$ cat src/verilog/psl_pkg.sv
// Constants and types of the slot, phy tuning and product-data register group
package psl_pkg;
   // ---------------------------------------------------------------
   // Register offsets
   // ---------------------------------------------------------------
   localparam logic [7:0] OFS_SLOT = 8'hc8;
   localparam logic [7:0] OFS_CFG0 = 8'hcc;
   localparam logic [7:0] OFS_CFG1 = 8'hd0;
   localparam logic [7:0] OFS_CFG2 = 8'hd4;
   localparam logic [7:0] OFS_VPD = 8'hd8;
   localparam logic [7:0] OFS_VPD_DATA = 8'hec;
   // ---------------------------------------------------------------
   // Field positions
   // ---------------------------------------------------------------
   localparam int SC_EVT_LSB = 0;
   localparam int SC_CMD_INT_EN = 4;
   localparam int SC_HP_INT_EN = 5;
   localparam int SS_LSB = 16;
   localparam int SS_CMD_DONE = 4;
   localparam int C0_RETRY_LSB = 5;
   localparam int C0_TS1_LSB = 8;
   localparam int C0_L1_RELOAD_LSB = 16;
   localparam int C1_L1_LIFE_LSB = 16;
   localparam int C2_L0S_EXIT_LSB = 8;
   localparam int C2_RX_INV = 15;
   localparam int C2_L1_EXIT_LSB = 16;
   localparam int C2_WAIT_LSB = 24;
   localparam int VPD_ADDR_LSB = 18;
   localparam int VPD_FLAG = 31;
   // ---------------------------------------------------------------
   // Reset and fixed values
   // ---------------------------------------------------------------
   localparam logic [2:0] RST_RETRY = 3'h3;
   localparam logic [4:0] RST_TS1 = 5'h10;
   localparam logic [15:0] RST_L1_RELOAD = 16'h0400;
   localparam logic [7:0] RST_CDR_FTS = 8'h54;
   localparam logic [6:0] RST_L0S_EXIT = 7'h02;
   localparam logic [6:0] RST_L1_EXIT = 7'h19;
   localparam logic [7:0] RST_WAIT = 8'h00;
   localparam logic [7:0] VPD_CAP_ID = 8'h03;
   localparam logic [7:0] VPD_NEXT_PTR = 8'hf0;
   localparam logic [1:0] VPD_EEP_BASE = 2'h1;
   localparam logic [7:0] WAIT_HALF = 8'h80;
   localparam logic [8:0] WAIT_BASE_MS = 9'h080;
   localparam logic [7:0] SYM_K28_5 = 8'hbc;
   localparam logic [7:0] SYM_K28_1 = 8'h3c;
   localparam logic [1:0] FTS_LAST_SYM = 2'h3;
   // ---------------------------------------------------------------
   // Timing
   // ---------------------------------------------------------------
   localparam int MS_IN_NS = 1000000;
   localparam int CLK_PERIOD_NS = 5;
   localparam int CYC_PER_MS = MS_IN_NS / CLK_PERIOD_NS;
   // ---------------------------------------------------------------
   // Types
   // ---------------------------------------------------------------
   typedef enum logic [1:0] {
      PSL_EEP_IDLE = 2'b00,
      PSL_EEP_BUSY = 2'b01
   } psl_eep_state_e;
endpackage

$ cat src/verilog/psl_vpd_if.sv
// Carrier between the register group and the EEPROM cycle engine
`timescale 1ns/100ps
interface psl_vpd_if;
   logic start;
   logic we;
   logic [7:0] addr;
   logic [31:0] wdata;
   logic busy;
   logic done;
   logic [31:0] rdata;
   modport ctrl (output start, output we, output addr, output wdata,
                 input busy, input done, input rdata);
   modport eng (input start, input we, input addr, input wdata,
                output busy, output done, output rdata);
endinterface
$ cat src/verilog/psl_eep_engine.sv
// EEPROM cycle engine for product-data reads and writes
`timescale 1ns/100ps
module psl_eep_engine
   import psl_pkg::*;
(
   input wire logic clk_sys,
   input wire logic rst_n,
   psl_vpd_if.eng vpd,
   output logic eep_req,
   output logic eep_we,
   output logic [7:0] eep_addr,
   output logic [31:0] eep_wdata,
   input wire logic eep_ack,
   input wire logic [31:0] eep_rdata
);
   psl_eep_state_e state;
   always_ff @(posedge clk_sys or negedge rst_n) begin
      if (!rst_n) begin
         state <= PSL_EEP_IDLE;
         eep_we <= 1'b0;
         eep_addr <= 8'h00;
         eep_wdata <= 32'h0000_0000;
      end else begin
         case (state)
            PSL_EEP_IDLE: if (vpd.start) begin
               state <= PSL_EEP_BUSY;
               eep_we <= vpd.we;
               eep_addr <= vpd.addr;
               eep_wdata <= vpd.wdata;
            end
            PSL_EEP_BUSY: if (eep_ack) state <= PSL_EEP_IDLE;
            default: state <= PSL_EEP_IDLE;
         endcase
      end
   end
   always_ff @(posedge clk_sys or negedge rst_n) begin
      if (!rst_n) begin
         vpd.rdata <= 32'h0000_0000;
         vpd.done <= 1'b0;
      end else begin
         vpd.done <= (state == PSL_EEP_BUSY) && eep_ack;
         if ((state == PSL_EEP_BUSY) && eep_ack && !eep_we) vpd.rdata <= eep_rdata;
      end
   end
   assign eep_req = (state == PSL_EEP_BUSY);
   // Start cycle counts as busy so a back-to-back write cannot retarget the op
   assign vpd.busy = (state != PSL_EEP_IDLE) || vpd.start || vpd.done;
endmodule // psl_eep_engine

$ cat src/verilog/psl_fts_gen.sv
// Fast training sequence symbol generator
`timescale 1ns/100ps
module psl_fts_gen
   import psl_pkg::*;
(
   input wire logic clk_sys,
   input wire logic rst_n,
   input wire logic start,
   input wire logic [7:0] set_count,
   output logic [7:0] sym,
   output logic sym_is_k,
   output logic sym_valid,
   output logic busy
);
   logic [7:0] sets_left;
   logic [1:0] sym_idx;
   assign busy = (sets_left != 8'h00);
   always_ff @(posedge clk_sys or negedge rst_n) begin
      if (!rst_n) begin
         sets_left <= 8'h00;
         sym_idx <= 2'h0;
      end else if (!busy) begin
         sets_left <= start ? set_count : 8'h00;
         sym_idx <= 2'h0;
      end else begin
         sym_idx <= sym_idx + 2'h1;
         if (sym_idx == FTS_LAST_SYM) sets_left <= sets_left - 8'h01;
      end
   end
   always_ff @(posedge clk_sys or negedge rst_n) begin
      if (!rst_n) begin
         sym <= 8'h00;
         sym_is_k <= 1'b0;
         sym_valid <= 1'b0;
      end else begin
         sym_valid <= busy;
         sym_is_k <= busy;
         sym <= !busy ? 8'h00 : (sym_idx == 2'h0) ? SYM_K28_5 : SYM_K28_1;
      end
   end
endmodule // psl_fts_gen

$ cat src/verilog/psl_regs.sv
// Slot, phy tuning and product-data configuration register group
`timescale 1ns/100ps
module psl_regs
   import psl_pkg::*;
#(
   parameter int CYCLES_PER_MS = CYC_PER_MS
)
(
   input wire logic clk_sys,
   input wire logic rst_n,
   input wire logic cfg_wr,
   input wire logic cfg_rd,
   input wire logic [7:0] cfg_addr,
   input wire logic [3:0] cfg_be,
   input wire logic [31:0] cfg_wdata,
   output logic [31:0] cfg_rdata,
   output logic cfg_ack,
   input wire logic hp_attn_pressed,
   input wire logic hp_power_fault,
   input wire logic hp_latch_changed,
   input wire logic hp_presence_changed,
   input wire logic hp_cmd_completed,
   input wire logic hp_latch_state,
   input wire logic hp_presence_state,
   output logic slot_int_req,
   output logic [1:0] attn_indicator,
   output logic [1:0] power_indicator,
   output logic power_ctrl,
   output logic hot_reset_en,
   output logic loopback_en,
   output logic crosslink_en,
   output logic direct_to_config,
   output logic debug_sel,
   output logic [2:0] lane_retry_count,
   output logic [4:0] ts1_count,
   output logic [15:0] l1_timer_reload,
   output logic [9:0] l0s_lifetime,
   output logic [15:0] l1_lifetime,
   output logic [6:0] l0s_exit_latency,
   output logic [6:0] l1_exit_latency,
   input wire logic fts_request,
   output logic [7:0] fts_sym,
   output logic fts_sym_is_k,
   output logic fts_sym_valid,
   output logic fts_busy,
   input wire logic receive_diff_pair_p_in,
   input wire logic receive_diff_pair_n_in,
   output logic receive_diff_pair_p,
   output logic receive_diff_pair_n,
   input wire logic link_idle_l0,
   output logic [8:0] l1_wait_ms,
   output logic l1_enter_req,
   output logic eep_req,
   output logic eep_we,
   output logic [7:0] eep_addr,
   output logic [31:0] eep_wdata,
   input wire logic eep_ack,
   input wire logic [31:0] eep_rdata
);
   // ---------------------------------------------------------------
   // Storage
   // ---------------------------------------------------------------
   logic [3:0] evt_en;
   logic cmd_int_en;
   logic hp_int_en;
   logic [6:0] slot_stat;
   logic [7:0] cdr_fts_count;
   logic rx_invert;
   logic [7:0] wait_code;
   logic [5:0] vpd_addr;
   logic vpd_flag;
   logic [31:0] vpd_data;
   logic [31:0] next_rdata;
   logic [17:0] ms_div;
   logic [8:0] ms_elapsed;
   logic ms_tick;
   logic hit_slot;
   logic hit_cfg0;
   logic hit_cfg1;
   logic hit_cfg2;
   logic hit_vpd;
   logic hit_data;
   logic [15:0] slot_ctrl_word;
   psl_vpd_if vpd ();

   assign hit_slot = (cfg_addr[7:2] == OFS_SLOT[7:2]);
   assign hit_cfg0 = (cfg_addr[7:2] == OFS_CFG0[7:2]);
   assign hit_cfg1 = (cfg_addr[7:2] == OFS_CFG1[7:2]);
   assign hit_cfg2 = (cfg_addr[7:2] == OFS_CFG2[7:2]);
   assign hit_vpd = (cfg_addr[7:2] == OFS_VPD[7:2]);
   assign hit_data = (cfg_addr[7:2] == OFS_VPD_DATA[7:2]);

   // ---------------------------------------------------------------
   // Slot control and status
   // ---------------------------------------------------------------
   always_ff @(posedge clk_sys or negedge rst_n) begin
      if (!rst_n) begin
         evt_en <= 4'h0;
         cmd_int_en <= 1'b0;
         hp_int_en <= 1'b0;
         attn_indicator <= 2'h0;
         power_indicator <= 2'h0;
         power_ctrl <= 1'b0;
      end else if (cfg_wr && hit_slot) begin
         if (cfg_be[0]) begin
            evt_en <= cfg_wdata[SC_EVT_LSB +: 4];
            cmd_int_en <= cfg_wdata[SC_CMD_INT_EN];
            hp_int_en <= cfg_wdata[SC_HP_INT_EN];
            attn_indicator <= cfg_wdata[7:6];
         end
         if (cfg_be[1]) begin
            power_indicator <= cfg_wdata[9:8];
            power_ctrl <= cfg_wdata[10];
         end
      end
   end

   // Status follows the hot-plug logic; writes never reach it
   always_ff @(posedge clk_sys or negedge rst_n) begin
      if (!rst_n) begin
         slot_stat <= 7'h00;
      end else begin
         slot_stat <= {hp_presence_state, hp_latch_state, hp_cmd_completed,
                       hp_presence_changed, hp_latch_changed, hp_power_fault,
                       hp_attn_pressed};
      end
   end

   always_ff @(posedge clk_sys or negedge rst_n) begin
      if (!rst_n) begin
         slot_int_req <= 1'b0;
      end else begin
         slot_int_req <= (hp_int_en && |(slot_stat[3:0] & evt_en))
                         || (cmd_int_en && slot_stat[SS_CMD_DONE]);
      end
   end

   assign slot_ctrl_word = {5'h00, power_ctrl, power_indicator, attn_indicator,
                            hp_int_en, cmd_int_en, evt_en};

   // ---------------------------------------------------------------
   // Phy tuning configuration 0 and 1
   // ---------------------------------------------------------------
   always_ff @(posedge clk_sys or negedge rst_n) begin
      if (!rst_n) begin
         hot_reset_en <= 1'b0;
         loopback_en <= 1'b0;
         crosslink_en <= 1'b0;
         direct_to_config <= 1'b0;
         debug_sel <= 1'b0;
         lane_retry_count <= RST_RETRY;
         ts1_count <= RST_TS1;
         l1_timer_reload <= RST_L1_RELOAD;
      end else if (cfg_wr && hit_cfg0) begin
         if (cfg_be[0]) begin
            hot_reset_en <= cfg_wdata[0];
            loopback_en <= cfg_wdata[1];
            crosslink_en <= cfg_wdata[2];
            direct_to_config <= cfg_wdata[3];
            debug_sel <= cfg_wdata[4];
            lane_retry_count <= cfg_wdata[C0_RETRY_LSB +: 3];
         end
         if (cfg_be[1]) ts1_count <= cfg_wdata[C0_TS1_LSB +: 5];
         if (cfg_be[2]) l1_timer_reload[7:0] <= cfg_wdata[23:16];
         if (cfg_be[3]) l1_timer_reload[15:8] <= cfg_wdata[31:24];
      end
   end

   always_ff @(posedge clk_sys or negedge rst_n) begin
      if (!rst_n) begin
         l0s_lifetime <= 10'h000;
         l1_lifetime <= 16'h0000;
      end else if (cfg_wr && hit_cfg1) begin
         if (cfg_be[0]) l0s_lifetime[7:0] <= cfg_wdata[7:0];
         if (cfg_be[1]) l0s_lifetime[9:8] <= cfg_wdata[9:8];
         if (cfg_be[2]) l1_lifetime[7:0] <= cfg_wdata[23:16];
         if (cfg_be[3]) l1_lifetime[15:8] <= cfg_wdata[31:24];
      end
   end

   // ---------------------------------------------------------------
   // Phy tuning configuration 2 and waiting period
   // ---------------------------------------------------------------
   always_ff @(posedge clk_sys or negedge rst_n) begin
      if (!rst_n) begin
         cdr_fts_count <= RST_CDR_FTS;
         l0s_exit_latency <= RST_L0S_EXIT;
         rx_invert <= 1'b0;
         l1_exit_latency <= RST_L1_EXIT;
         wait_code <= RST_WAIT;
      end else if (cfg_wr && hit_cfg2) begin
         if (cfg_be[0]) cdr_fts_count <= cfg_wdata[7:0];
         if (cfg_be[1]) begin
            l0s_exit_latency <= cfg_wdata[C2_L0S_EXIT_LSB +: 7];
            rx_invert <= cfg_wdata[C2_RX_INV];
         end
         if (cfg_be[2]) l1_exit_latency <= cfg_wdata[C2_L1_EXIT_LSB +: 7];
         if (cfg_be[3]) wait_code <= cfg_wdata[C2_WAIT_LSB +: 8];
      end
   end

   // Pair swap is registered so the receiver sees one clean retimed level
   always_ff @(posedge clk_sys or negedge rst_n) begin
      if (!rst_n) begin
         receive_diff_pair_p <= 1'b0;
         receive_diff_pair_n <= 1'b1;
      end else begin
         receive_diff_pair_p <= rx_invert ? receive_diff_pair_n_in
                                          : receive_diff_pair_p_in;
         receive_diff_pair_n <= rx_invert ? receive_diff_pair_p_in
                                          : receive_diff_pair_n_in;
      end
   end

   always_ff @(posedge clk_sys or negedge rst_n) begin
      if (!rst_n) begin
         l1_wait_ms <= WAIT_BASE_MS;
      end else if (wait_code < WAIT_HALF) begin
         l1_wait_ms <= WAIT_BASE_MS + {1'b0, wait_code};
      end else begin
         l1_wait_ms <= {1'b0, wait_code - WAIT_HALF};
      end
   end

   // Millisecond prescaler; runs only while the link idles in L0
   assign ms_tick = (ms_div == 18'(CYCLES_PER_MS - 1));
   always_ff @(posedge clk_sys or negedge rst_n) begin
      if (!rst_n) begin
         ms_div <= 18'h00000;
      end else if (!link_idle_l0 || ms_tick) begin
         ms_div <= 18'h00000;
      end else begin
         ms_div <= ms_div + 18'h00001;
      end
   end

   // Elapsed count saturates at the request point to avoid wrap
   always_ff @(posedge clk_sys or negedge rst_n) begin
      if (!rst_n) begin
         ms_elapsed <= 9'h000;
         l1_enter_req <= 1'b0;
      end else if (!link_idle_l0) begin
         ms_elapsed <= 9'h000;
         l1_enter_req <= 1'b0;
      end else begin
         if (ms_tick && (ms_elapsed < l1_wait_ms)) ms_elapsed <= ms_elapsed + 9'h001;
         l1_enter_req <= (ms_elapsed >= l1_wait_ms);
      end
   end

   // ---------------------------------------------------------------
   // Product-data address, flag and data
   // ---------------------------------------------------------------
   // A new operation is only accepted while the engine is idle
   always_ff @(posedge clk_sys or negedge rst_n) begin
      if (!rst_n) begin
         vpd_addr <= 6'h00;
         vpd_flag <= 1'b0;
      end else if (vpd.done) begin
         vpd_flag <= ~vpd_flag;
      end else if (cfg_wr && hit_vpd && !vpd.busy) begin
         if (cfg_be[2]) vpd_addr <= cfg_wdata[VPD_ADDR_LSB +: 6];
         if (cfg_be[3]) vpd_flag <= cfg_wdata[VPD_FLAG];
      end
   end

   always_ff @(posedge clk_sys or negedge rst_n) begin
      if (!rst_n) begin
         vpd.start <= 1'b0;
         vpd.we <= 1'b0;
         vpd.addr <= 8'h00;
         vpd.wdata <= 32'h0000_0000;
      end else begin
         vpd.start <= cfg_wr && hit_vpd && cfg_be[3] && !vpd.busy && !vpd.start;
         if (cfg_wr && hit_vpd && cfg_be[3] && !vpd.busy) begin
            vpd.we <= cfg_wdata[VPD_FLAG];
            vpd.addr <= {VPD_EEP_BASE, (cfg_be[2] ? cfg_wdata[VPD_ADDR_LSB +: 6]
                                                  : vpd_addr)};
            vpd.wdata <= vpd_data;
         end
      end
   end

   // Data register loads per byte from software, whole word from a read
   always_ff @(posedge clk_sys or negedge rst_n) begin
      if (!rst_n) begin
         vpd_data <= 32'h0000_0000;
      end else if (vpd.done && !vpd.we) begin
         vpd_data <= vpd.rdata;
      end else if (cfg_wr && hit_data) begin
         if (cfg_be[0]) vpd_data[7:0] <= cfg_wdata[7:0];
         if (cfg_be[1]) vpd_data[15:8] <= cfg_wdata[15:8];
         if (cfg_be[2]) vpd_data[23:16] <= cfg_wdata[23:16];
         if (cfg_be[3]) vpd_data[31:24] <= cfg_wdata[31:24];
      end
   end

   // ---------------------------------------------------------------
   // Read-back
   // ---------------------------------------------------------------
   always_comb begin
      next_rdata = 32'h0000_0000;
      if (hit_slot) begin
         next_rdata = {9'h000, slot_stat, slot_ctrl_word};
      end else if (hit_cfg0) begin
         next_rdata = {l1_timer_reload, 3'h0, ts1_count, lane_retry_count, debug_sel,
                       direct_to_config, crosslink_en, loopback_en, hot_reset_en};
      end else if (hit_cfg1) begin
         next_rdata = {l1_lifetime, 6'h00, l0s_lifetime};
      end else if (hit_cfg2) begin
         next_rdata = {wait_code, 1'b0, l1_exit_latency, rx_invert, l0s_exit_latency,
                       cdr_fts_count};
      end else if (hit_vpd) begin
         next_rdata = {vpd_flag, 7'h00, vpd_addr, 2'h0, VPD_NEXT_PTR, VPD_CAP_ID};
      end else if (hit_data) begin
         next_rdata = vpd_data;
      end
   end

   always_ff @(posedge clk_sys or negedge rst_n) begin
      if (!rst_n) begin
         cfg_rdata <= 32'h0000_0000;
         cfg_ack <= 1'b0;
      end else begin
         cfg_ack <= cfg_rd || cfg_wr;
         if (cfg_rd) cfg_rdata <= next_rdata;
      end
   end

   // ---------------------------------------------------------------
   // Engines
   // ---------------------------------------------------------------
   psl_eep_engine u_eep (
      .clk_sys(clk_sys),
      .rst_n(rst_n),
      .vpd(vpd.eng),
      .eep_req(eep_req),
      .eep_we(eep_we),
      .eep_addr(eep_addr),
      .eep_wdata(eep_wdata),
      .eep_ack(eep_ack),
      .eep_rdata(eep_rdata)
   );

   // Recovery time sets the number of sets sent per request
   psl_fts_gen u_fts (
      .clk_sys(clk_sys),
      .rst_n(rst_n),
      .start(fts_request),
      .set_count(cdr_fts_count),
      .sym(fts_sym),
      .sym_is_k(fts_sym_is_k),
      .sym_valid(fts_sym_valid),
      .busy(fts_busy)
   );
endmodule // psl_regs

$ cat config.mk
export PLATFORM = sky130hd
export DESIGN_NAME = psl_regs
export DESIGN_NICKNAME = d
export VERILOG_FILES = /design/src/verilog/psl_pkg.sv /design/src/verilog/psl_vpd_if.sv /design/src/verilog/psl_eep_engine.sv /design/src/verilog/psl_fts_gen.sv /design/src/verilog/psl_regs.sv
export SDC_FILE = /design/constraint.sdc
export NUM_CORES = 1
export LEC_CHECK = 0
export ABC_AREA = 1
export BUFFER_PORTS_ARGS = -buffer_cell sky130_fd_sc_hd__buf_2
export CAP_MARGIN = 25
export CORE_MARGIN = 3
export CORE_UTILIZATION = 28
export CTS_CLUSTER_SIZE = 8
export DETAILED_ROUTE_END_ITERATION = 12
export GPL_ROUTABILITY_DRIVEN = 0
export GPL_TIMING_DRIVEN = 0
export SLEW_MARGIN = 10
export SYNTH_ARGS = -nofsm -noshare
export SYNTH_HDL_FRONTEND = slang
export SYNTH_SLANG_ARGS = --single-unit
$ cat constraint.sdc
create_clock -name clk_sys -period 1.8 [get_ports clk_sys]
set_input_delay 0.09 -clock clk_sys [delete_from_list [all_inputs] [get_ports clk_sys]]
set_output_delay 0.09 -clock clk_sys [all_outputs]
set_load 0.01 [all_outputs]
* Yosys cells after proc, flatten, opt, wreduce, memory -nomap -nowiden
Index checks and enable logic that the tools add are counted.
** Word-level totals
- Flip-flop bits (word level) :: 351
- Bits of input ports :: 92
- Output and inout port bits :: 173
- Logic and storage cells :: 171
** Cells by class
- Add/sub/neg operators :: 6
- $lt $le $gt $ge :: 3
- Equal/unequal tests :: 13
- Muxes and demuxes :: 32
- Bitwise operators :: 3
- Reductions and logical operators :: 60
** Operators with widths (number)
- $mux W32 :: 8
- $mux W8 :: 9
- $reduce_and A2 Y1 :: 22
- $eq A6 B6 Y1 const B :: 6
- $mux W9 :: 3
- $add A18 B1 Y18 const B :: 1
- $eq A18 B18 Y1 const B :: 1
- $mux W18 :: 1
- $logic_and A1 B1 Y1 :: 16
- $reduce_bool A2 Y1 :: 8
- $add A8 B8 Y9 const A :: 1
- $add A9 B1 Y9 const B :: 1
- $ge A9 B9 Y1 :: 1
- $lt A9 B9 Y1 :: 1
- $lt A8 B8 Y1 const B :: 1
- $reduce_bool A8 Y1 :: 1
- $sub A8 B1 Y8 const B :: 1
- $sub A8 B8 Y8 const B :: 1
- $mux W1 :: 6
- $mux W2 :: 3
- $mux W6 :: 1
- $logic_not A1 Y1 :: 5
- $logic_or A1 B1 Y1 :: 5
- $and A4 B4 Y4 :: 1
- 9 further kinds :: 13

* Depth between registers and ports, before layout
Gate-level depths: netlist of run 1.
- Word-level depth :: 7
- Gate-level depth with buffers :: 11
- Mapped depth without buffers :: 10

* By module
Synthesis of run 1 repeated with hierarchy kept, for this count alone.
** Second synthesis, totals
- Cell total of the unflattened synthesis :: 1901
- Area total of the unflattened synthesis :: 15995.3 um2
** Modules (own cells, without submodules)
- psl_regs :: instances 1, cells an instance 1446, area each 12087.8 um2, seq. area each 6422.4 um2
- psl_eep_engine :: instances 1, cells an instance 331, area each 3089.2 um2, seq. area each 1876.8 um2
- psl_fts_gen :: instances 1, cells an instance 124, area each 818.3 um2, seq. area each 300.3 um2

* Least setup slack after synthesis of run 1
No wires, ideal clock.
- Kind :: register to register
- From :: register l1_wait_ms[7]
- To :: register l1_enter_req
- Setup time :: 0.114 ns
- Arrival :: 1.784 ns
- Data required time :: 1.686 ns
- Slack :: -0.098 ns
- Cell stages (with the launch flop) :: 12
- Path buffers :: 1
- Clock period less this slack :: 1.898 ns
- Cell sequence :: dfstp_2 -> inv_1 -> ha_1 -> nand2_1 -> inv_1 -> a21oi_1 -> nand2_1 -> nor2_1 -> clkbuf_1 -> o21ai_0 -> nand2_1 -> inv_1
** On the way
- Cells in the longest elaborated chain, start to end :: 2
** RTL lines
- start, declared :: line psl_regs.sv:51 : output logic [8:0] l1_wait_ms,
- start signal, assigned :: line psl_regs.sv:219 : l1_wait_ms <= WAIT_BASE_MS + {1'b0, wait_code};
- start signal, assigned :: line psl_regs.sv:221 : l1_wait_ms <= {1'b0, wait_code - WAIT_HALF};
- $ge A9 B9 Y1 :: line psl_regs.sv:247 : l1_enter_req <= (ms_elapsed >= l1_wait_ms);
- $mux W1 :: line psl_regs.sv:242 : end else if (!link_idle_l0) begin
- end signal, assigned :: line psl_regs.sv:247
- end, declared :: line psl_regs.sv:52 : output logic l1_enter_req,
Every way passes these cells.
A chain may end at the register's enable or synchronous reset.

* Worst setup path in the final report of run 1
- From :: register u_fts.sets_left[0]
- To :: output fts_busy
** On the way
- Cells in the longest elaborated chain, start to end :: 1
** RTL lines
- start, declared :: line psl_fts_gen.sv:15 : logic [7:0] sets_left;
- start signal, assigned :: line psl_fts_gen.sv:23 : sets_left <= start ? set_count : 8'h00;
- start signal, assigned :: line psl_fts_gen.sv:27 : if (sym_idx == FTS_LAST_SYM) sets_left <= sets_left - 8'h01;
- $reduce_bool A8 Y1 :: line psl_fts_gen.sv:17 : assign busy = (sets_left != 8'h00);
- end, declared :: line psl_regs.sv:45 : output logic fts_busy,
Every way passes these cells.

==> results of run 1 <==
==> metrics by stage <==
step,TNS [ns],hold slack [ns],worst slack (ns)
2_1_floorplan,0,-0.2056,0.009622
3_3_place_gp,-2004.74,0.2002,-5.973
3_5_place_dp,-31.17,0.07184,-0.3028
4_1_cts,-0.1026,-0.5376,-0.1026
5_1_grt,-0.6057,-0.5226,-0.1396
6_report,-0.1074,-0.5632,-0.08126
==> what timing repair did <==
item                       in CTS  in global routing
pin swaps                      12                 14
hold endpoints to repair      322                 89
buffers inserted                7                 10
gates resized for setup        32                 44
hold buffers                   84                  2
cloned                          2                  0
setup endpoints to repair      55                 73
==> worst max-delay path, delay by kind of cell (launching register included) <==
family,cells,cell delay (ns)
buffers and inverters,4,0.47
DFF,1,0.40
and+or+nand+nor,2,0.21
adders and majority gates,1,0.15
==> power by group <==
group          total, mW  internal (mW)  switching, mW
Sequential          9.52           8.73          0.795
Clock               8.53           5.08           3.45
Combinational       2.66           1.15           1.51
==> metal layers <==
metal / wire length [um] / track usage, % / vias up
met5: 7 / 0 / -
met4: 1327 / 4.545 / 2
met3: 5019 / 4.879 / 86
met2: 26610 / 30.70 / 547
met1: 23350 / 25.22 / 6959
li1: - / - / 6615
==> cell usage in the layout, fill, tap and decap left out, types with 49 or more instances in the layout <==
cell           count
dfrtp_1          328
o21ai_1           53
dlygate4sd3_1     84
o21ai_0          156
nand3_1          100
clkbuf_1          59
buf_2            274
nand2_1          520
clkbuf_16         49
inv_1            172
nor2_1            83
==> worst paths after layout <==
check	to	slack (ns)	startpoint
worst max-delay path	fts_busy	-0.08	u_fts.sets_left[0]
worst min-delay path	ms_div[8]	-0.56	rst_n
worst max register to register	ms_elapsed[5]	-0.01	ms_elapsed[5]
worst min register to register	l1_wait_ms[0]	0.40	wait_code[0]
max in group asynchronous	cfg_rdata[6]	0.78	rst_n
min in group clk_sys	cfg_rdata[11]	0.15	cfg_addr[2]
==> registers in the layout, summed over array words and instances (netlist names), 4 cells and up <==
register,cells
vpd_data,32
ts1_count,5
l1_lifetime,16
l0s_lifetime,10
u_eep.eep_wdata,32
slot_stat,7
ms_div,18
u_fts.sets_left,8
u_eep.vpd.rdata,32
wait_code,8
l1_exit_latency,7
u_eep.eep_addr,7
evt_en,4
cfg_rdata,32
vpd_addr,6
vpd.addr,7
l1_wait_ms,8
cdr_fts_count,8
ms_elapsed,9
vpd.wdata,32
l1_timer_reload,16
l0s_exit_latency,7
==> kinds of logic after synthesis <==
group | count (synthesis) | share of synthesized area, %
multiplexers | 32 | 2.331
XOR/XNOR | 15 | 0.8498
flip-flops | 342 | 55.46
AO/OA/AOI/OAI | 270 | 9.833
AND/OR/NAND/NOR | 828 | 23.13
other | 1 | 0.02426
adder cells (fa/ha/maj) | 13 | 1.052
buffers and inverters | 265 | 7.316
==> cell type report <==
class                           count  area [um2]  share of cell area [%]
Antenna cell                        3       7.507                 0.03676
Buffer                             82       480.5                   2.353
Clock buffer                       85        1361                   6.666
Clock inverter                      2       46.29                  0.2267
Inverter                          183       694.4                   3.400
Multi-Input combinational cell   1164        5964                   29.21
Sequential cell                   342        8576                   41.99
Tap cell                          696       870.8                   4.264
Timing Repair Buffer              365        2421                   11.86
==> results.toml, run 1 <==
[power]
p_per_area_nw_per_um2 = 1014
finalPower_mw = 20.72
p_leak_nw = 10.40
peakVddDrop_mv = 0.7458

[outcome]
outcome = "finished, violations left"
failed_checks = "negative hold slack, negative setup slack"

[synth]
async_flop_share_pct = 100.0
synthTopCellsByArea = "dfrtp_1 53%, nand2_1 13%, o21ai_0 5.1%, inv_1 4.3%, nand3_1 3.6%"
synth_edf_count = 0
synth_commonest_cells = "525 x nand2_1, 329 x dfrtp_1, 178 x inv_1, 158 x o21ai_0, 110 x nand3_1"
syn_area_um2 = 15460
avgSynthCellArea_um2 = 8.754
ys_seq_elements = 342
ys.flop_type = "dfrtp_1"
yosysTopAreaCell = "dfrtp_1"
yosysWarnings = 0
yosysMostFrequentCell = "nand2_1"
synth.distinct_cells = 40
yosys.area.top_type_share_pct = 53.25
seq_area_frac_synth_pct = 55.46
postSynthCellCount = 1766

[grt]
antenna_found_initial = 4
grt_overflow = 0
grt_util_all_layers_pct = 18.86
grt_max_degree = 110
grt_pass1_vias = 13860
grt_pass1_wl_um = 83070

[routing]
wl_per_cell_um = 19.27
drtPass1Iterations = 6
drcViolationCount = 0
vias = 14209
drtIter0Drc = 1169
via_per_inst = 4.863
ant_nets = 0
routed_wl_um = 56320

[clock_tree]
insertion_delay_ns = 0.58
cts-htree-levels = 2
cts_root_buf = "clkbuf_16"
cts_buffer_depth = 3
cts.sinks = 342
cts.reportedPaths.clkPinSlew_ns = 0.05
cts_buffers = 48
cts_tree = "yes"

[critical_path]
start_kind = "register"
worstPathMaxFanout = 7
arrival_ns = 1.79
max_stage_delay_ns = 0.40
crit_type = "reg2out"
reg2reg_depth = 10
worst_path_max_delay_cell = "dfrtp_1"
cp-end-kind = "output port"
cp_data_required_time_ns = 1.71
crit_chain = "inv_2 > ha_4 > nand3_4 > nor2_4 > buf_6 > clkinvlp_4 > buf_6"
path_common_cell = "buf_6"

[placement]
io_buffers = 257
place_hpwl_um = 42960
place_inst = 2726
post_dp_cell_area_um2 = 17730

[die]
die_h_um = 241.0
dieArea_um2 = 58070
start_util_pct = 28.50
io_pins = 265
core.rowCount = 85
coreArea_um2 = 54240
die_x_um = 241.0

[cells_and_area]
nets = 2291
finish.utilization_pct = 37.65
drive_gt1_share_pct = 23.35
fillers = 5475
finalInstanceArea_um2 = 20420
final_cells = 2922
syn2layout_area_growth_pct = 32.10

[timing]
hold_viol_final = 133
fin_crit_sh_pct = 104.5
setup_ws_ns = -0.08126
clock.fmax_ghz = 0.5316
rsz0062_at_grt = "yes"
setup_viol = 5
finalMaxSlewViolations = 0
min_period_ns = 1.881
slew-limit-headroom_pct = 55.44
skew_ns = 0.02625
hold_ws_ns = -0.5632
tightest_slew_ns = 0.6633

[flow_run]
cap_violations = 0

[hold_path]
min_path_type = "in2async"
Power figures use the tool's default switching activity.
==> inputs of run 2 (changes only) <==
--- a/config.mk
+++ b/config.mk
@@ -9,11 +9,13 @@
 export BUFFER_PORTS_ARGS = -buffer_cell sky130_fd_sc_hd__buf_2
 export CAP_MARGIN = 25
 export CORE_MARGIN = 3
-export CORE_UTILIZATION = 28
+export CORE_UTILIZATION = 50
 export CTS_CLUSTER_SIZE = 8
 export DETAILED_ROUTE_END_ITERATION = 12
 export GPL_ROUTABILITY_DRIVEN = 0
 export GPL_TIMING_DRIVEN = 0
+export PLACE_DENSITY = 0.75
+export SKIP_CTS_REPAIR_TIMING = 1
 export SLEW_MARGIN = 10
 export SYNTH_ARGS = -nofsm -noshare
 export SYNTH_HDL_FRONTEND = slang
==> results.toml, run 2 (synthesis results as in run 1) <==
[power]
finalPower_mw = 20.36
peakVddDrop_mv = 0.7501
p_leak_nw = 10.32
p_per_area_nw_per_um2 = 1028

[clock_tree]
cts.sinks = 342
insertion_delay_ns = 0.56
cts_buffer_depth = 3
cts_buffers = 48
cts-htree-levels = 2
cts_root_buf = "clkbuf_16"
cts_tree = "yes"
cts.reportedPaths.clkPinSlew_ns = 0.05

[critical_path]
cp-end-kind = "output port"
worstPathMaxFanout = 6
crit_type = "reg2out"
arrival_ns = 1.80
cp_data_required_time_ns = 1.71
r2r_slack_ns = -0.03
start_kind = "register"
reg2reg_depth = 11

[cells_and_area]
antennaDiodeCount = 0
finish.utilization_pct = 65.95
final_cell_mix = "523 x nand2_1, 327 x dfrtp_1, 272 x buf_2"
syn2layout_area_growth_pct = 28.11
drive_gt1_share_pct = 22.77
final_cells = 2595
layout_commonest_cell = "nand2_1"
nets = 2281

[placement]
io_buffers = 257
place_inst = 2420
place_ws_ns = -0.3447
place_hpwl_um = 36310

[timing]
setup_viol = 9
finalMaxSlewViolations = 0
slew-limit-headroom_pct = 28.26
clock.fmax_ghz = 0.5297
tightest_slew_ns = 1.068
fin_crit_sh_pct = 104.9
hold_ws_ns = -0.03306
setup_ws_ns = -0.08798
hold_viol_final = 4
skew_ns = 0.02449
min_period_ns = 1.888
rsz0062_at_grt = "yes"

[grt]
grt_pass1_vias = 13498
grt_util_all_layers_pct = 28.77
grt_pass1_wl_um = 74870
grt_max_degree = 105
grt_overflow = 0
antenna_found_initial = 0

[die]
dieArea_um2 = 33070
die_h_um = 181.8
core.rowCount = 63
io_pins = 265
coreArea_um2 = 30030
start_util_pct = 51.48
die_x_um = 181.8

[flow_run]
cap_violations = 0

[hold_path]
min_path_type = "in2reg"
min_path_cells = 3

[routing]
drtIter0Drc = 1267
via_per_inst = 5.556
drtPass1Iterations = 6
ant_nets = 0
routed_wl_um = 51410
drcViolationCount = 0
wl_per_cell_um = 19.81
vias = 14418

[outcome]
outcome = "finished, violations left"
failed_checks = "negative hold slack, negative setup slack"
==> run 2: worst paths after layout <==
path,startpoint,to
max,u_fts.sets_left[0],fts_busy
min,cfg_be[1],l0s_lifetime[9]
max reg2reg,l1_wait_ms[4],l1_enter_req
min reg2reg,wait_code[4],l1_wait_ms[4]
max in group asynchronous,rst_n,lane_retry_count[0]
min in group asynchronous,rst_n,ms_div[14]
==> run 2: stage by stage <==
stage	TNS, ns	area, um2
after global placement	-1941.99	17250
final	-0.2386	19810
after floorplan	0	15480
after CTS	-6.606	18700
after global routing	-1.102	19810
after detailed placement	-5.951	17340
==> run 2: per-layer routing <==
layer / global-route usage (%) / vias to the layer above / share of wire [%]
met5: 0 / - / 0
met4: 10.79 / 0 / 4.2
met3: 6.050 / 162 / 8.9
met2: 47.08 / 777 / 49
met1: 37.98 / 6927 / 38
li1: - / 6552 / -
==> run 2: where the power goes <==
group | switching, mW | internal, mW | total, mW
combinational | 1.46 | 1.13 | 2.59
sequential | 0.784 | 8.73 | 9.51
clock | 3.29 | 4.97 | 8.26
==> run 2: final cells by class <==
class / instances / area [um2]
buffer: 82 / 470.5
tap: 390 / 488.0
clock buffer: 76 / 1316
multi-input combinational: 1164 / 5918
timing repair buffer: 355 / 2300
inverter: 183 / 690.7
clock inverter: 3 / 45.04
fill: 2311 / 10230
sequential: 342 / 8577
==> run 2: worst max-delay path: stages, from the launching register on <==
cell	delay, ns
dfrtp_1	0.39
inv_2	0.09
ha_4	0.17
nand3_4	0.09
nor2_4	0.12
buf_6	0.14
clkinvlp_4	0.11
buf_6	0.14
==> inputs of run 3 (changes only) <==
--- a/config.mk
+++ b/config.mk
@@ -14,7 +14,9 @@
 export DETAILED_ROUTE_END_ITERATION = 12
 export GPL_ROUTABILITY_DRIVEN = 0
 export GPL_TIMING_DRIVEN = 0
+export HOLD_SLACK_MARGIN = 0.03
 export PLACE_DENSITY = 0.75
+export SETUP_SLACK_MARGIN = 0.15
 export SKIP_CTS_REPAIR_TIMING = 1
 export SLEW_MARGIN = 10
 export SYNTH_ARGS = -nofsm -noshare
==> results.toml, run 3 (synthesis results as in run 1) <==
[critical_path]
start_kind = "register"
cp-end-kind = "register"
crit_type = "reg2reg"
path_depth = 10
path_common_cell = "nor2_4"
path_buf_inv = 2
path_delay_family = "simple AND/OR/NAND/NOR gates"
reg2reg_depth = 10
cp_data_required_time_ns = 2.22
arrival_ns = 2.29
max_stage_delay_ns = 0.56
worst_path_max_delay_cell = "dfstp_2"
worstPathMaxFanout = 5
crit_chain = "inv_2 > ha_4 > nand2_4 > nor2_2 > nand3_2 > nor2_4 > nor2_4 > clkbuf_16 > nand4_1 > nand2_1"

[clock_tree]
cts-htree-levels = 2
cts_buffers = 48
cts.sinks = 342
insertion_delay_ns = 0.55
cts.reportedPaths.clkPinSlew_ns = 0.05
cts_tree = "yes"
cts_buffer_depth = 3
cts_root_buf = "clkbuf_16"

[cells_and_area]
final_cell_mix = "521 x nand2_1, 328 x dfrtp_1, 271 x buf_2"
nets = 2280
layout_commonest_cell = "nand2_1"
antennaDiodeCount = 0
syn2layout_area_growth_pct = 28.60
drive_gt1_share_pct = 22.76

[timing]
hold_ws_ns = -0.4898
tightest_slew_ns = 1.068
rsz0062_at_grt = "yes"
clock.fmax_ghz = 0.5348
hold_viol_final = 114
finalMaxSlewViolations = 0
setup_viol = 11
fin_tns_setup_ns = -0.2830
setup_ws_ns = -0.06987
fin_crit_sh_pct = 103.9
skew_ns = 0.01554
slew-limit-headroom_pct = 28.28
min_period_ns = 1.870

[power]
p_leak_nw = 10.35
finalPower_mw = 20.51
p_per_area_nw_per_um2 = 1032
peakVddDrop_mv = 0.7175

[routing]
routed_wl_um = 51370
vias = 14496
drcViolationCount = 0
via_per_inst = 5.567
ant_nets = 0
wl_per_cell_um = 19.73
drtPass1Iterations = 6
drtIter0Drc = 1297

[grt]
grt_pass1_wl_um = 75330
antenna_found_initial = 0
grt_max_degree = 105
grt_util_all_layers_pct = 28.88
grt_overflow = 0
grt_pass1_vias = 13818

[outcome]
outcome = "finished, violations left"
failed_checks = "negative hold slack, negative setup slack"

[placement]
io_buffers = 257
place_ws_ns = -0.2008
place_hpwl_um = 36270

[die]
die_h_um = 181.8
start_util_pct = 51.48
dieArea_um2 = 33070
coreArea_um2 = 30030
core.rowCount = 63
die_x_um = 181.8
io_pins = 265

[hold_path]
min_path_type = "in2async"

[flow_run]
cap_violations = 0
==> run 3: cell count changes in the layout (fill, tap and decap cells not counted), sizes merged <==
| cell | change |
|---|---|
| buf | -3 |
| dlygate4sd3 | +2 |
| inv | +1 |
| clkinvlp | -1 |
| clkbuf | +10 |
==> run 3: layer usage <==
metal	GRT usage (%)	part of all wire [%]	wire length, um
met5	0	0	0
met4	12.49	4.7	2408
met1	37.32	37	19080
met2	46.96	49	24970
met3	6.550	9.6	4908
==> run 3: report_power, final <==
group	total (mW)	leakage, nW	internal [mW]	switching [mW]
logic	2.60	5.36	1.15	1.45
clock network	8.41	0.664	5.06	3.35
registers	9.50	4.33	8.73	0.768
==> run 3: metrics by stage <==
step	cell area, um2	hold WS [ns]	util, %	std cells
floorplan	15500	-0.2056	-	1770
global placement	17280	0.2008	57.53	2417
detailed placement	17370	0.09607	57.83	2420
CTS	18770	-0.4812	62.49	2509
global route	19880	-0.4626	66.20	2604
finish	19880	-0.4898	66.20	2604
==> run 3: worst reg2reg max path, delay by kind of cell (launching register included) <==
kind / cells / cell delay [ns]
buffers and inverters: 2 / 0.21
DFF: 1 / 0.56
adders and majority gates: 1 / 0.28
and+or+nand+nor: 7 / 0.71
==> run 3: worst paths after layout <==
check                         startpoint             endpoint  slack (ns)
max in group asynchronous          rst_n  lane_retry_count[0]        0.95
max reg2reg                l1_wait_ms[7]        ms_elapsed[0]       -0.07
min reg2reg                 wait_code[2]        l1_wait_ms[2]        0.41
max                        l1_wait_ms[7]        ms_elapsed[0]       -0.07
min                                rst_n           ms_div[14]       -0.49
min in group clk_sys              cfg_wr             vpd_flag        0.01
==> run 3: area by class of cell <==
type / instances / area [um2]
Multi-Input combinational cell: 1164 / 5926
Clock inverter: 3 / 45.04
Fill cell: 2348 / 10150
Tap cell: 390 / 488.0
Buffer: 82 / 491.7
Sequential cell: 342 / 8576
Clock buffer: 86 / 1354
Timing Repair Buffer: 354 / 2315
Inverter: 183 / 686.9
